===== src/include/bbp_regs.svh =====
// Register offsets, field positions, reset values and timing counts
`ifndef BBP_REGS_SVH
`define BBP_REGS_SVH

// ==========================================================
// Register offsets
`define BBP_ADDR_BRT_CTRL   8'h11
`define BBP_ADDR_BOOST      8'h13
`define BBP_ADDR_AF_HIGH    8'h15
`define BBP_ADDR_AF_LOW     8'h16
`define BBP_ADDR_REDUCE     8'h17
`define BBP_ADDR_BRT_LOW    8'h18
`define BBP_ADDR_BRT_HIGH   8'h19
`define BBP_ADDR_STATUS     8'h1C

// ==========================================================
// Field positions
`define BBP_POL_BIT         0
`define BBP_RATE_LSB        1
`define BBP_RATE_MSB        3
`define BBP_MODE_LSB        5
`define BBP_MODE_MSB        6
`define BBP_IND_BIT         4
`define BBP_FSEL_BIT        5
`define BBP_SHIFT_BIT       6

// ==========================================================
// Reset values and full-scale code
`define BBP_RST_BYTE        8'h00
`define BBP_RST_CODE        11'h000
`define BBP_CODE_FULL       11'h7FF

// ==========================================================
// Timing
`define BBP_CLK_MHZ         40
`define BBP_TICK_NS         1000
`define BBP_TICK_CYC        ((`BBP_TICK_NS * `BBP_CLK_MHZ) / 1000)
`define BBP_SAMPLE_NS       250
`define BBP_SAMPLE_CYC      ((`BBP_SAMPLE_NS * `BBP_CLK_MHZ) / 1000)
`define BBP_STEP_US_BASE    8'h01
`define BBP_ADJ_MAX_NS      50000
`define BBP_ADJ_MAX_CYC     ((`BBP_ADJ_MAX_NS * `BBP_CLK_MHZ) / 1000)

`endif


===== src/include/bbp_pkg.sv =====
// Types shared by the brightness path modules
package bbp_pkg;

  typedef enum logic [1:0] {
    BBP_MODE_HOST     = 2'b00,
    BBP_MODE_PWM      = 2'b01,
    BBP_MODE_MUL_RAMP = 2'b10,
    BBP_MODE_RAMP_MUL = 2'b11
  } bbp_mode_type;

  typedef enum logic [1:0] {
    BBP_F250 = 2'b00,
    BBP_F500 = 2'b01,
    BBP_F1M  = 2'b10
  } bbp_freq_type;

  typedef struct packed {
    bbp_mode_type mode;
    logic [2:0]   rate;
    logic         pol;
  } bbp_brt_ctrl_type;

  typedef struct packed {
    bbp_freq_type freq;
    logic         shift;
    logic         half_limit;
    logic         ind_range;
  } bbp_boost_type;

endpackage : bbp_pkg


===== src/hdl/bbp_duty_meter.sv =====
// Duty cycle meter for the PWM input, 11-bit result per window
`include "bbp_regs.svh"
module bbp_duty_meter
  import bbp_pkg::*;
(
  input  wire logic        clk_i,
  input  wire logic        sys_rst_i,
  input  wire logic        pwm_i,
  output logic [10:0]      duty_code_o
);

  logic        pwm_s1;
  logic        pwm_s2;
  logic        pwm_s3;
  logic        pwm_lvl;
  logic [3:0]  smp_cnt;
  logic [10:0] win_cnt;
  logic [10:0] high_cnt;
  logic        next_pwm_lvl;
  logic [3:0]  next_smp_cnt;
  logic [10:0] next_win_cnt;
  logic [10:0] next_high_cnt;
  logic [10:0] next_duty_code;
  logic        smp_en;

  // ==========================================================
  // Window of 2047 samples, the high count is the duty code
  always_comb begin
    next_pwm_lvl   = (pwm_s2 == pwm_s3) ? pwm_s3 : pwm_lvl;
    smp_en         = (smp_cnt == 4'(`BBP_SAMPLE_CYC - 1));
    next_smp_cnt   = smp_en ? 4'h0 : smp_cnt + 4'h1;
    next_win_cnt   = win_cnt;
    next_high_cnt  = high_cnt;
    next_duty_code = duty_code_o;
    if (smp_en) begin
      if (win_cnt == `BBP_CODE_FULL - 11'h001) begin
        next_duty_code = high_cnt + {10'h000, pwm_lvl};
        next_win_cnt   = `BBP_RST_CODE;
        next_high_cnt  = `BBP_RST_CODE;
      end else begin
        next_win_cnt  = win_cnt + 11'h001;
        next_high_cnt = high_cnt + {10'h000, pwm_lvl};
      end
    end
  end

  always_ff @(posedge clk_i) begin
    pwm_s1 <= pwm_i;
    pwm_s2 <= pwm_s1;
    pwm_s3 <= pwm_s2;
    if (sys_rst_i) begin
      pwm_lvl     <= 1'b0;
      smp_cnt     <= 4'h0;
      win_cnt     <= `BBP_RST_CODE;
      high_cnt    <= `BBP_RST_CODE;
      duty_code_o <= `BBP_RST_CODE;
    end else begin
      pwm_lvl     <= next_pwm_lvl;
      smp_cnt     <= next_smp_cnt;
      win_cnt     <= next_win_cnt;
      high_cnt    <= next_high_cnt;
      duty_code_o <= next_duty_code;
    end
  end

endmodule : bbp_duty_meter


===== src/hdl/bbp_path.sv =====
// Brightness path: source select, ramper, adjust override, boost freq
`include "bbp_regs.svh"
// What this block does
// - Mode 01 takes brightness from PWM duty only, host code ignored
// - PWM input sampled, duty measured as 11-bit code, fed to ramper in modes 01 and 10
// - Mode 10 multiplies host code by duty, product feeds the ramper
// - Mode 11 ramps host code only, duty multiplies ramper output
// - Boost control bit 5 selects 500 kHz or 1 MHz nominal
// - Boost control bit 6 shifts the nominal frequency down 12 percent
// - 250 kHz only in automatic mode, duty limited to 50 percent
// - Auto mode compares thresholds with the brightness MSB register
// - Below low gives 250 kHz, at or above high 1 MHz, else 500
// - Auto mode whenever a threshold is nonzero, else fixed frequency
// - Reduced target comes from register 0x17, adjusts MSBs only
// - Adjust override only lowers current, never raises it
// - Under adjust the mapper code is reduced target MSBs and three zeros
// - Reduced target reached well under 50 us, without ramping
// - On adjust release the prior brightness target returns
// - Mode 00 acts on a new host code only when MSBs are written
// - Eight ramp rates, each a time per code step
// - Control bit 0 selects adjust input polarity, high by default
module bbp_path
  import bbp_pkg::*;
(
  input  wire logic        clk_i,
  input  wire logic        sys_rst_i,
  input  wire logic [7:0]  reg_addr_i,
  input  wire logic [7:0]  reg_wdata_i,
  input  wire logic        reg_wr_i,
  input  wire logic        reg_rd_i,
  output logic [7:0]       reg_rdata_o,
  input  wire logic        pwm_i,
  input  wire logic        backlight_reduce_input_i,
  output logic [10:0]      led_current_code_o,
  output bbp_boost_type    boost_o
);

  // ==========================================================
  // Functions
  function automatic logic [10:0] mul11(input logic [10:0] a,
                                        input logic [10:0] d);
    logic [21:0] p;
    p = a * d;
    if (d == `BBP_CODE_FULL) begin
      return a;
    end
    return p[21:11];
  endfunction : mul11

  function automatic logic [7:0] step_us(input logic [2:0] rate);
    return `BBP_STEP_US_BASE << rate;
  endfunction : step_us

  // ==========================================================
  // Registers
  bbp_brt_ctrl_type brt_ctrl;
  logic [7:0]       boost_ctrl;
  logic [7:0]       af_high;
  logic [7:0]       af_low;
  logic [7:0]       reduce_tgt;
  logic [2:0]       brt_low;
  logic [7:0]       brt_high;
  logic [10:0]      host_code;
  bbp_brt_ctrl_type next_brt_ctrl;
  logic [7:0]       next_boost_ctrl;
  logic [7:0]       next_af_high;
  logic [7:0]       next_af_low;
  logic [7:0]       next_reduce_tgt;
  logic [2:0]       next_brt_low;
  logic [7:0]       next_brt_high;
  logic [10:0]      next_host_code;
  logic [7:0]       next_rdata;
  logic [7:0]       status;

  // ==========================================================
  // Brightness state
  logic [10:0]      duty_code;
  logic [10:0]      target;
  logic [10:0]      ramp_code;
  logic [7:0]       step_cnt;
  logic [5:0]       tick_cnt;
  logic             tick;
  logic             ramp_busy;
  logic [10:0]      base_code;
  logic [10:0]      reduced_code;
  logic [10:0]      next_ramp_code;
  logic [7:0]       next_step_cnt;
  logic [5:0]       next_tick_cnt;
  logic [10:0]      next_led_code;

  // ==========================================================
  // Adjust input synchroniser
  logic             adj_s1;
  logic             adj_s2;
  logic             adj_s3;
  logic             adj_lvl;
  logic             next_adj_lvl;
  logic             adj_on;

  // ==========================================================
  // Boost frequency
  logic             auto_mode;
  bbp_boost_type    next_boost;

  // ==========================================================
  // Register writes and reads
  always_comb begin
    next_brt_ctrl   = brt_ctrl;
    next_boost_ctrl = boost_ctrl;
    next_af_high    = af_high;
    next_af_low     = af_low;
    next_reduce_tgt = reduce_tgt;
    next_brt_low    = brt_low;
    next_brt_high   = brt_high;
    next_host_code  = host_code;
    if (reg_wr_i) begin
      unique case (reg_addr_i)
        `BBP_ADDR_BRT_CTRL: begin
          next_brt_ctrl.mode =
            bbp_mode_type'(reg_wdata_i[`BBP_MODE_MSB:`BBP_MODE_LSB]);
          next_brt_ctrl.rate = reg_wdata_i[`BBP_RATE_MSB:`BBP_RATE_LSB];
          next_brt_ctrl.pol  = reg_wdata_i[`BBP_POL_BIT];
        end
        `BBP_ADDR_BOOST:    next_boost_ctrl = reg_wdata_i;
        `BBP_ADDR_AF_HIGH:  next_af_high    = reg_wdata_i;
        `BBP_ADDR_AF_LOW:   next_af_low     = reg_wdata_i;
        `BBP_ADDR_REDUCE:   next_reduce_tgt = reg_wdata_i;
        `BBP_ADDR_BRT_LOW:  next_brt_low    = reg_wdata_i[2:0];
        `BBP_ADDR_BRT_HIGH: begin
          next_brt_high  = reg_wdata_i;
          next_host_code = {reg_wdata_i, brt_low};
        end
        default: ;
      endcase
    end
    status = {4'h0, adj_on, ramp_busy, boost_o.freq};
    next_rdata = reg_rdata_o;
    if (reg_rd_i) begin
      unique case (reg_addr_i)
        `BBP_ADDR_BRT_CTRL: next_rdata = {1'b0, brt_ctrl.mode, 1'b0,
                                          brt_ctrl.rate, brt_ctrl.pol};
        `BBP_ADDR_BOOST:    next_rdata = boost_ctrl;
        `BBP_ADDR_AF_HIGH:  next_rdata = af_high;
        `BBP_ADDR_AF_LOW:   next_rdata = af_low;
        `BBP_ADDR_REDUCE:   next_rdata = reduce_tgt;
        `BBP_ADDR_BRT_LOW:  next_rdata = {5'h00, brt_low};
        `BBP_ADDR_BRT_HIGH: next_rdata = brt_high;
        `BBP_ADDR_STATUS:   next_rdata = status;
        default:            next_rdata = `BBP_RST_BYTE;
      endcase
    end
  end

  always_ff @(posedge clk_i) begin
    if (sys_rst_i) begin
      brt_ctrl    <= '{BBP_MODE_HOST, 3'h0, 1'b0};
      boost_ctrl  <= `BBP_RST_BYTE;
      af_high     <= `BBP_RST_BYTE;
      af_low      <= `BBP_RST_BYTE;
      reduce_tgt  <= `BBP_RST_BYTE;
      brt_low     <= 3'h0;
      brt_high    <= `BBP_RST_BYTE;
      host_code   <= `BBP_RST_CODE;
      reg_rdata_o <= `BBP_RST_BYTE;
    end else begin
      brt_ctrl    <= next_brt_ctrl;
      boost_ctrl  <= next_boost_ctrl;
      af_high     <= next_af_high;
      af_low      <= next_af_low;
      reduce_tgt  <= next_reduce_tgt;
      brt_low     <= next_brt_low;
      brt_high    <= next_brt_high;
      host_code   <= next_host_code;
      reg_rdata_o <= next_rdata;
    end
  end

  // ==========================================================
  // Duty measurement
  bbp_duty_meter u_duty (
    .clk_i       (clk_i),
    .sys_rst_i   (sys_rst_i),
    .pwm_i       (pwm_i),
    .duty_code_o (duty_code)
  );

  // ==========================================================
  // Source select and ramper
  always_comb begin
    unique case (brt_ctrl.mode)
      BBP_MODE_HOST:     target = host_code;
      BBP_MODE_PWM:      target = duty_code;
      BBP_MODE_MUL_RAMP: target = mul11(host_code, duty_code);
      BBP_MODE_RAMP_MUL: target = host_code;
    endcase
    tick          = (tick_cnt == 6'(`BBP_TICK_CYC - 1));
    next_tick_cnt = tick ? 6'h00 : tick_cnt + 6'h01;
    ramp_busy     = (ramp_code != target);
    next_ramp_code = ramp_code;
    next_step_cnt  = step_cnt;
    if (!ramp_busy) begin
      next_step_cnt = 8'h00;
    end else if (tick) begin
      if (step_cnt + 8'h01 >= step_us(brt_ctrl.rate)) begin
        next_step_cnt  = 8'h00;
        next_ramp_code = (target > ramp_code) ? ramp_code + 11'h001
                                              : ramp_code - 11'h001;
      end else begin
        next_step_cnt = step_cnt + 8'h01;
      end
    end
  end

  always_ff @(posedge clk_i) begin
    if (sys_rst_i) begin
      tick_cnt  <= 6'h00;
      step_cnt  <= 8'h00;
      ramp_code <= `BBP_RST_CODE;
    end else begin
      tick_cnt  <= next_tick_cnt;
      step_cnt  <= next_step_cnt;
      ramp_code <= next_ramp_code;
    end
  end

  // ==========================================================
  // Adjust override at the mapper input
  always_comb begin
    next_adj_lvl = (adj_s2 == adj_s3) ? adj_s3 : adj_lvl;
    adj_on       = adj_lvl ^ brt_ctrl.pol;
    base_code    = (brt_ctrl.mode == BBP_MODE_RAMP_MUL)
                 ? mul11(ramp_code, duty_code) : ramp_code;
    reduced_code = {reduce_tgt, 3'b000};
    next_led_code = base_code;
    if (adj_on && (reduced_code < base_code)) begin
      next_led_code = reduced_code;
    end
  end

  always_ff @(posedge clk_i) begin
    adj_s1 <= backlight_reduce_input_i;
    adj_s2 <= adj_s1;
    adj_s3 <= adj_s2;
    if (sys_rst_i) begin
      adj_lvl            <= 1'b0;
      led_current_code_o <= `BBP_RST_CODE;
    end else begin
      adj_lvl            <= next_adj_lvl;
      led_current_code_o <= next_led_code;
    end
  end

  // ==========================================================
  // Boost switching frequency
  always_comb begin
    auto_mode             = (af_high != 8'h00) || (af_low != 8'h00);
    next_boost.shift      = boost_ctrl[`BBP_SHIFT_BIT];
    next_boost.ind_range  = boost_ctrl[`BBP_IND_BIT];
    next_boost.freq       = boost_ctrl[`BBP_FSEL_BIT] ? BBP_F1M
                                                      : BBP_F500;
    if (auto_mode) begin
      if (brt_high < af_low) begin
        next_boost.freq = BBP_F250;
      end else if (brt_high >= af_high) begin
        next_boost.freq = BBP_F1M;
      end else begin
        next_boost.freq = BBP_F500;
      end
    end
    next_boost.half_limit = (next_boost.freq == BBP_F250);
  end

  always_ff @(posedge clk_i) begin
    if (sys_rst_i) begin
      boost_o <= '{BBP_F500, 1'b0, 1'b0, 1'b0};
    end else begin
      boost_o <= next_boost;
    end
  end
endmodule : bbp_path


===== config.mk =====
export PLATFORM = sky130hd
export DESIGN_NAME = bbp_path
export DESIGN_NICKNAME = d
export VERILOG_FILES = /design/src/include/bbp_pkg.sv /design/src/hdl/bbp_duty_meter.sv /design/src/hdl/bbp_path.sv
export VERILOG_INCLUDE_DIRS = /design/src /design/src/include
export SDC_FILE = /design/constraint.sdc
export NUM_CORES = 1
export LEC_CHECK = 0
export BUFFER_PORTS_ARGS = -buffer_cell sky130_fd_sc_hd__buf_2
export CAP_MARGIN = 30
export CELL_PAD_IN_SITES_DETAIL_PLACEMENT = 1
export CELL_PAD_IN_SITES_GLOBAL_PLACEMENT = 1
export CORE_MARGIN = 4
export CORE_UTILIZATION = 42
export CTS_BUF_LIST = sky130_fd_sc_hd__clkbuf_2 sky130_fd_sc_hd__clkbuf_4 sky130_fd_sc_hd__clkbuf_8
export CTS_CLUSTER_SIZE = 14
export DETAILED_ROUTE_END_ITERATION = 10
export PLACE_DENSITY = 0.77
export RECOVER_POWER = 50
export SYNTH_ARGS = -nofsm -noshare
export SYNTH_HDL_FRONTEND = slang
export SYNTH_HIERARCHICAL = 1
export SYNTH_SLANG_ARGS = --single-unit

===== constraint.sdc =====
create_clock -name clk_i -period 12.3 [get_ports clk_i]
set_clock_uncertainty 0.05 [all_clocks]
set_input_delay 1.23 -clock clk_i [delete_from_list [all_inputs] [get_ports clk_i]]
set_output_delay 1.23 -clock clk_i [all_outputs]
set_load 0.02 [all_outputs]

Word level (Yosys, flattened, before mapping)
Cells that the tools add are included.
{"block": "word_totals", "reg_bits": 154, "inputBits": 22}
{"block": "op_classes", "n_addsub": 7, "n_mul": 2, "n_lt_le_gt_ge": 5, "eq_ne": 18, "shifts": 1, "n_mux": 18, "bitwise": 2, "n_reduce_logical": 20}
{"operator": "two-way mux 11 bit", "n": 9}
{"operator": "equality test 8 x 5 -> 1 bit (second input constant)", "n": 8}
{"operator": "one-hot mux 8 bit (8 select lines)", "n": 1}
{"operator": "multiplier 11 x 11 -> 22 bit", "n": 2}
{"operator": "one-hot mux 11 bit (3 select lines)", "n": 1}
{"operator": "adder 11 x 1 -> 11 bit (second input constant)", "n": 2}
{"operator": "equality test 11 bit (second input constant)", "n": 2}
{"operator": "greater-or-equal comparator 8 bit", "n": 2}
{"operator": "AND reduction 2 bit", "n": 8}
{"operator": "nonzero test 8 bit", "n": 2}
{"operator": "adder 11 x 1 -> 11 bit", "n": 1}
{"operator": "> comparator 11 bit", "n": 1}
{"operator": "< comparator 11 bit", "n": 1}
{"operator": "!= test 11 bit", "n": 1}
{"operator": "subtractor 11 x 1 -> 11 bit (second input constant)", "n": 1}
{"operator": "OR reduction 2 bit", "n": 5}
{"operator": "adder 8 x 1 -> 8 bit (second input constant)", "n": 1}
{"operator": "< comparator 8 bit", "n": 1}
{"operator": "two-way mux 2 bit", "n": 4}
{"operator": "two-way mux 8 bit", "n": 1}
{"operator": "<< shifter 1 x 3 -> 8 bit (first input constant)", "n": 1}
{"operator": "adder 6 x 1 -> 6 bit (second input constant)", "n": 1}
{"operator": "equality test 6 bit (second input constant)", "n": 1}
{"operator": "adder 4 x 1 -> 4 bit (second input constant)", "n": 1}
{"operator": "other kinds (11)", "n": 15}

Longest topological paths before layout
Gate-level depths: netlist of run 1.
{"block": "depth", "ltp_word": 8, "depth_mapped": 39, "depth_no_buf": 38}

By module
The synthesis of run 1 kept the hierarchy.
{"mod": "bbp_path", "n_inst": 1, "cells_each": 1609, "area_each_um2": 13472.9, "seq_area_each_um2": 2102.0}
{"mod": "bbp_duty_meter", "n_inst": 1, "cells_each": 178, "area_each_um2": 1749.2, "seq_area_each_um2": 820.8}

Worst setup path after synthesis of run 1
No wires, ideal clock.
{"block": "synth_path", "kind": "reg2reg", "startpoint": "reg brt_high[4] (netlist name)", "endpoint": "reg ramp_code[10]", "arrival_ps": 8664, "setup_slack_ps": 3515, "stages_incl_launch_ff": 38, "n_path_buf": 1, "period_less_slack_ps": 8785, "cell_sequence": "dfxtp_1 clkbuf_1 nand2_1 fa_1 inv_1 fa_1 inv_1 fa_1 inv_1 fa_1 inv_1 fa_1 inv_1 ha_1 a21o_1 a31o_1 a2111oi_2 nor3_1 (+2 left out) xnor2_1 a221oi_1 a21oi_1 ha_1 nand3_1 o21ai_0 a31oi_1 or2_2 fa_1 a21o_1 a21oi_1 o21bai_1 a2111oi_0 nor3_1 a31oi_1 xor2_1 or3_1 a21oi_1"}
{"element": "end signal, assigned", "line": "bbp_path.sv:218", "source": "ramp_code <= `BBP_RST_CODE;"}
{"element": "end signal, assigned", "line": "bbp_path.sv:222", "source": "ramp_code <= next_ramp_code;"}
{"element": "end, declared", "line": "bbp_path.sv:79", "source": "logic [10:0] ramp_code;"}

Final worst setup path of run 1
{"block": "layout_path", "startpoint": "reg u_duty.duty_code_o[4]", "endpoint": "reg ramp_code[10]"}
{"block": "layout_between", "elab_chain_cells": 7}
{"element": "start, declared", "line": "bbp_duty_meter.sv:9", "source": "output logic [10:0] duty_code_o"}
{"element": "start signal, assigned", "line": "bbp_duty_meter.sv:56", "source": "duty_code_o <= `BBP_RST_CODE;"}
{"element": "start signal, assigned", "line": "bbp_duty_meter.sv:62", "source": "duty_code_o <= next_duty_code;"}
{"element": "branches (longest 4 deep; another with multiplier 11 x 11 -> 22 bit)"}
{"element": "one-hot mux 11 bit (3 select lines) *", "line": "bbp_path.sv:190", "source": "unique case (brt_ctrl.mode)"}
{"element": "> comparator 11 bit / != test 11 bit (equally long branches)", "line": "bbp_path.sv:206, bbp_path.sv:198"}
{"element": "two-way mux 11 bit / AND reduction 3 bit (equally long branches)"}
Every way passes the cells marked *. The select of a mux whose other input is x is not followed.
A chain may end at the register's enable or synchronous reset.

==> metrics.csv, run 1 <==
stage;metric;value;unit
outcome;status;finished, violations left;
outcome;failed_checks;capacitance limit, slew limit;
setup_path;slowest_stage;dfxtp_1;
synth;dominantRegCellSynth;dfxtp_1;
clock_tree;post_cts_buffers;0;
power_and_ir_drop;ir_drop;0.0001022;V
layout;drive_gt1_share;5.143;%
grt;grt_pass1_wl;69850;µm
sta;slew_viol_final;103;
grt;antenna_found_initial;0;
sta;timing.hold.ws;291.4;ps
sta;fin_crit_sh;83.01;%
clock_tree;clock_latency;470;ps
layout;nFillCells;4298;
clock_tree;cts_resized;0;
die;num_rows;69;
synth;yosysUniqueCellTypes;76;
sta;setup_viol_count_final;0;
place;io_buffers;45;
synth;ys_top_cells_by_area;fa_1 (21%), dfxtp_1 (19%), ha_1 (14%), inv_1 (5.8%), nand2_1 (5.6%);
setup_path;required;12610;ps
power_and_ir_drop;p_per_area;55.94;mW/mm²
clock_tree;cts_buffers;17;
die;die_h;198.4;µm
power_and_ir_drop;p_leak;7.371;nW
setup_path;critPathMaxStageDelay;950;ps
detailed_routing;drcViolationCount;0;
grt;grt_max_degree;58;
die;io_pins;46;
sta;slew_headroom;-74.42;%
synth;synth_seq_area_share;19.20;%
layout;multi_input_area;0.01107;mm²
clock_tree;cts_hold_buf;0;
setup_path;path_max_fanout;25;
layout;post-route-util;45.25;%
synth;synthesis.nets;2144;
synth;yosys.area.top_type;fa_1;
detailed_routing;routed_wl;41950;µm
sta;hold_viol;0;
grt;overflow;0;
layout;register_area;0.002923;mm²
layout;area_delta_synth_final;5.992;%
synth;syn_area_per_cell;8.518;µm²
detailed_routing;firstDrtPassIters;7;
synth;yosysMostFrequentCell;inv_1;
grt;grt_pass1_vias;13440;
clock_tree;clk_pin_slew;80;ps
run;drv_cap;2;
clock_tree;clock-sinks;146;
sta;min_period;10210;ps
worst_hold_path;hold_path.class;reg -> reg;
die;start_util;42.69;%
die;die_area;0.03935;mm²
synth;synth_warnings;6;
synth;ys_seq_elements;146;
setup_path;cp-start-kind;flop;
place;dp_hpwl;32320;µm
detailed_routing;viasPerCell;5.495;
sta;max_freq;97.94;MHz
setup_path;cp-end-kind;flop;
synth;synth_async_sr_flop_share;0;%
layout;layout.nets;2133;
synth;syn_inst;1787;
synth;yosys.area.top_type_share;20.91;%
grt;grt.total_usage;22.01;%
synth;synth_edf_count;0;
die;core;0.03566;mm²
detailed_routing;vias;12360;
clock_tree;cts-htree-levels;4;
place;gp_congestion;0.8761;
sta;worst_pin_slew;2616;ps
synth;netlist_top_cells_count;inv_1 (234), nand2_1 (226), ha_1 (176);
die;chipWidth;198.4;µm
clock_tree;cts_tree;done;
sta;rsz0062_at_grt;false;
detailed_routing;drtIter0Drc;584;
sta;finalSetupTns;0;ps
detailed_routing;wl_per_cell;18.65;µm
power_and_ir_drop;p_total;0.9026;mW
detailed_routing;antenna_left;0;
clock_tree;cts-root-buf;clkbuf_8;
synth;syn-cell-area;0.01522;mm²
layout;antenna_cells;0;
setup_path;path_class;reg -> reg;
clock_tree;clockBufferDepth;2;
setup_path;arrival;10520;ps
==> flip-flops by register name, indices dropped and copies added (netlist names), 3 cells and up <==
signal and count:
af_high 8, af_low 8, boost_ctrl 8, boost_o 5, brt_ctrl 6, brt_high 8
brt_low 3, host_code 3, led_current_code_o 11, ramp_code 11, reduce_tgt 8, reg_rdata_o 8
step_cnt 8, tick_cnt 6, u_duty/duty_code_o 11, u_duty/high_cnt 11, u_duty/smp_cnt 4, u_duty/win_cnt 11
==> worst max-delay path: cells and delay by family (launching register included) <==
| kind | cells | cell delay, ps |
|---|---|---|
| adders and majority gates | 8 | 3430 |
| AOI/OAI and AO/OA | 13 | 3180 |
| and+or+nand+nor | 7 | 2050 |
| DFF | 1 | 950 |
| buffers and inverters | 5 | 240 |
| xor gates and xnor gates | 2 | 180 |
==> through the flow <==
stage               cells  worst slack [ps]  cell area (µm²)
floorplan            1787              3515            15220
global placement     2217              2423            15770
detailed placement   2218              2088            15780
CTS                  2250              2060            16180
global route         2250              1278            16130
finish               2250              2089            16130
==> final timing paths <==
| kind | from | endpoint | slack, ps | cells after the start |
|---|---|---|---|---|
| max | u_duty/duty_code_o[4] | ramp_code[10] | 2090 | 35 |
| min | adj_s1 | adj_s2 | 290 | 0 |
| max reg2reg | u_duty/duty_code_o[4] | ramp_code[10] | 2090 | 35 |
| min reg2reg | adj_s1 | adj_s2 | 290 | 0 |
==> per-layer routing <==
layer | part of all wire (%) | GRT usage, %
met3 | 2.4 | 2.083
met2 | 50 | 39.45
met1 | 45 | 28.23
met4 | 2.7 | 6.529
met5 | 0 | 0
==> power by group <==
| group | leakage [nW] | internal [mW] | switching, mW |
|---|---|---|---|
| Clock | 0.203 | 0.194 | 0.197 |
| Sequential | 1.18 | 0.476 | 0.00277 |
| Combinational | 5.99 | 0.00938 | 0.0234 |
| Total | 7.37 | 0.679 | 0.224 |
==> placed cells by master, fill, tap and decap left out, types with 18 or more instances in the layout <==
| master | instances |
|---|---|
| dfxtp_1 | 146 |
| clkbuf_1 | 26 |
| and2_1 | 96 |
| fa_1 | 159 |
| xor2_1 | 25 |
| xnor2_1 | 37 |
| nor3_1 | 25 |
| mux2i_1 | 47 |
| buf_2 | 20 |
| ha_1 | 176 |
| inv_1 | 234 |
| nand2_1 | 226 |
| a21o_1 | 24 |
| o21ai_0 | 35 |
| clkbuf_8 | 18 |
| nor2_1 | 130 |
| nand3_1 | 48 |
| a21oi_1 | 99 |
==> layout make-up <==
cell class	instances	area share [%]
Multi-Input combinational cell	1318	68.59
Sequential cell	146	18.12
Inverter	235	5.467
Tap cell	461	3.575
Timing Repair Buffer	58	1.784
Clock buffer	21	1.675
Clock inverter	11	0.7910
==> cells by family (layout without fill, tap and decap cells) <==
kind of cell               Yosys count  after routing  synth area share (%)
muxes                               51             51                 3.386
DFF                                146            146                 19.20
buffers and inverters              323            325                 8.072
AOI/OAI and AO/OA                  249            249                 10.73
xor gates and xnor gates            62             62                 3.567
and+or+nand+nor                    621            621                 19.66
adders and majority gates          335            335                 35.38
No activity file was read; power rests on OpenSTA's default activity.
==> inputs of run 2 (changes only) <==
--- a/config.mk
+++ b/config.mk
@@ -15,7 +15,7 @@
 export CTS_BUF_LIST = sky130_fd_sc_hd__clkbuf_2 sky130_fd_sc_hd__clkbuf_4 sky130_fd_sc_hd__clkbuf_8
 export CTS_CLUSTER_SIZE = 14
 export DETAILED_ROUTE_END_ITERATION = 10
-export PLACE_DENSITY = 0.77
+export PLACE_DENSITY = 0.8
 export RECOVER_POWER = 50
 export SYNTH_ARGS = -nofsm -noshare
 export SYNTH_HDL_FRONTEND = slang
==> constraint.sdc (replaced) <==
create_clock -name clk_i -period 8.6 [get_ports clk_i]
set_clock_uncertainty 0.05 [all_clocks]
set_input_delay 0.86 -clock clk_i [delete_from_list [all_inputs] [get_ports clk_i]]
set_output_delay 0.86 -clock clk_i [all_outputs]
set_load 0.02 [all_outputs]
==> run 2 against run 1 <==
  * The flow finishes with violations (setup timing)
  * Clock power up 57%
  * Critical endpoint unchanged
  * Critical path type unchanged
  * Combinational power increased by 52%
  * Wire length increased by 6.5%
==> metrics.csv, run 2 (synthesized netlist as in run 1, its figures left out) <==
stage;metric;value;unit;change
outcome;status;finished, violations left;;unchanged
grt;antenna_found_initial;0;;unchanged
die;core;0.03566;mm²;unchanged
setup_path;path_max_fanout;6;;was 25
clock_tree;clock_latency;490;ps;was 470 ps
detailed_routing;drcViolationCount;0;;unchanged
die;start_util;42.69;%;unchanged
detailed_routing;routed_wl;44670;µm;was 41,950 µm
setup_path;rrSetupSlack;-80;ps;was 2090 ps
run;drv_cap;0;;was 2
power_and_ir_drop;p_per_area;79.64;mW/mm²;was 55.94 mW/mm²
setup_path;required;8950;ps;was 12,610 ps
detailed_routing;vias;12740;;was 12.36k
clock_tree;cts-htree-levels;4;;unchanged
setup_path;slowest_stage;fa_1;;was dfxtp_1
layout;antenna_cells;0;;unchanged
setup_path;reg2reg_depth;36;;was 35
die;chipWidth;198.4;µm;unchanged
clock_tree;cts-root-buf;clkbuf_8;;unchanged
power_and_ir_drop;p_total;1.347;mW;was 0.9026 mW
clock_tree;cts_buffers;17;;unchanged
sta;fin_crit_sh;101.0;%;was 83.01%
die;num_rows;69;;unchanged
grt;overflow;0;;unchanged
setup_path;startpoint;brt_high[2];;was u_duty/duty_code_o[4]
die;io_pins;46;;unchanged
setup_path;rr_startpoint;brt_high[2];;was u_duty/duty_code_o[4]
detailed_routing;firstDrtPassIters;5;;was 7
worst_hold_path;hold_path.class;reg -> reg;;unchanged
sta;min_period;8683;ps;was 10,210 ps
layout;area_delta_synth_final;11.10;%;was 5.992%
setup_path;endpoint;ramp_code[10];;unchanged
die;die_area;0.03935;mm²;unchanged
clock_tree;clk_pin_slew;90;ps;was 80 ps
setup_path;crit_top_cell;fa_1;;
clock_tree;clockBufferDepth;2;;unchanged
setup_path;cp-start-kind;flop;;unchanged
grt;grt_pass1_wl;72170;µm;was 69,850 µm
die;die_h;198.4;µm;unchanged
sta;worst_pin_slew;1074;ps;was 2616 ps
detailed_routing;drtIter0Drc;692;;was 584
place;gp_congestion;0.9095;;was 0.8761
setup_path;path_class;reg -> reg;;unchanged
place;io_buffers;45;;unchanged
place;dp_hpwl;34110;µm;was 32,320 µm
detailed_routing;wl_per_cell;19.39;µm;was 18.65 µm
layout;layout_commonest_cell;inv_1;;unchanged
sta;layout_setup_ws;-83.47;ps;was 2089 ps
layout;post-route-util;47.43;%;was 45.25%
layout;layout.nets;2187;;was 2,133
sta;slew_headroom;28.25;%;was -74.42%
setup_path;r2r-end;ramp_code[10];;unchanged
layout;layoutNonFillerInstCount;2304;;was 2,250
sta;setup_viol_count_final;1;;was 0
detailed_routing;antenna_left;0;;unchanged
grt;grt_pass1_vias;13760;;was 13.44k
power_and_ir_drop;ir_drop;0.0001180;V;was 0.0001022 V
place;dp.cells;2262;;was 2,218
setup_path;critPathMaxStageDelay;540;ps;was 950 ps
setup_path;path_depth;36;;was 35
sta;max_freq;115.2;MHz;was 97.94 MHz
power_and_ir_drop;p_leak;7.803;nW;was 7.371 nW
layout;drive_gt1_share;11.77;%;was 5.143%
setup_path;arrival;9030;ps;was 10,520 ps
setup_path;cp.buffers_inverters;6;;was 5
grt;grt_max_degree;79;;was 58
sta;rsz0062_at_grt;true;;was false
sta;hold_viol;0;;unchanged
outcome;failed_checks;setup timing;;was capacitance limit, slew limit
clock_tree;clock-sinks;146;;unchanged
detailed_routing;viasPerCell;5.530;;was 5.495
grt;grt.total_usage;22.77;%;was 22.01%
sta;timing.hold.ws;285.8;ps;was 291.4 ps
clock_tree;cts_tree;done;;unchanged
sta;slew_viol_final;0;;was 103
layout;layout_common_cells;inv_1 (230), nand2_1 (224), ha_1 (168);;was inv_1 (234), nand2_1 (226), ha_1 (176)
setup_path;cp_top_family;adder cells;;unchanged
setup_path;cp-end-kind;flop;;unchanged
==> run 2: changes by cell type in the layout (fill, tap and decap cells not counted), moves of 8 or more <==
cell      before  now
buf_4         12   60
buf_2         20   44
dfxtp_2        0    8
clkbuf_1      26    0
dfxtp_1      146  138
ha_1         176  168
==> run 2: cell type report <==
class / instances / area [µm²]
Sequential cell: 146 / 2933
Clock inverter: 15 / 212.7
Inverter: 235 / 882.1
Timing Repair Buffer: 112 / 773.2
Clock buffer: 17 / 234.0
Tap cell: 461 / 576.8
Fill cell: 4202 / 18740
Multi-Input combinational cell: 1318 / 11300
==> run 2: report_power, final <==
part | leakage (nW) | switching, mW | internal, mW | total (mW)
Combinational | 6.39 | 0.0347 | 0.0149 | 0.0497
Clock | 0.226 | 0.311 | 0.302 | 0.613
Sequential | 1.18 | 0.00384 | 0.680 | 0.684
==> run 2: metrics by stage <==
| step | worst slack, ps | TNS (ps) | area, µm² |
|---|---|---|---|
| finish | -83.47 | -83.47 | 16910 |
| global route | -422.8 | -1061 | 16910 |
| CTS | 0.2798 | 0 | 16610 |
| detailed placement | -462.1 | -782.4 | 16120 |
| global placement | 11.64 | 0 | 16120 |
| floorplan | 16.32 | 0 | 15250 |
==> run 2: worst min path at each step <==
stage,startpoint,endpoint,slack [ps],depth (start not counted)
CTS,adj_s1,adj_s2,290,0
floorplan,adj_s1,adj_s2,260,0
global placement,adj_s1,adj_s2,270,0
detailed placement,adj_s1,adj_s2,260,0
finish,adj_s1,adj_s2,290,0
global route,adj_s1,adj_s2,290,0
==> run 2: worst reg2reg max path: cells and delay by family, from the launching register on <==
family                   cells  cell delay (ps)
AO/OA/AOI/OAI               15             3070
XOR/XNOR                     2              260
adder cells (fa/ha/maj)      8             3320
buffers and inverters        6              560
flip-flops                   1              340
AND/OR/NAND/NOR              5             1010
==> run 2: timing repair <==
item,4_1_cts,5_1_grt
setup buffers,0,10
setup endpoints to repair,3,4
resized for setup,11,51
hold buffers,0,0
pin swaps,8,29
==> run 2: routing by layer <==
layer  up-vias  wire, µm  GRT usage (%)
met2       315     22190          39.47
met4         0      1203          7.422
li1       5918         -              -
met3        82      2037          3.032
met1      6425     19240          29.51
met5         -         0              0
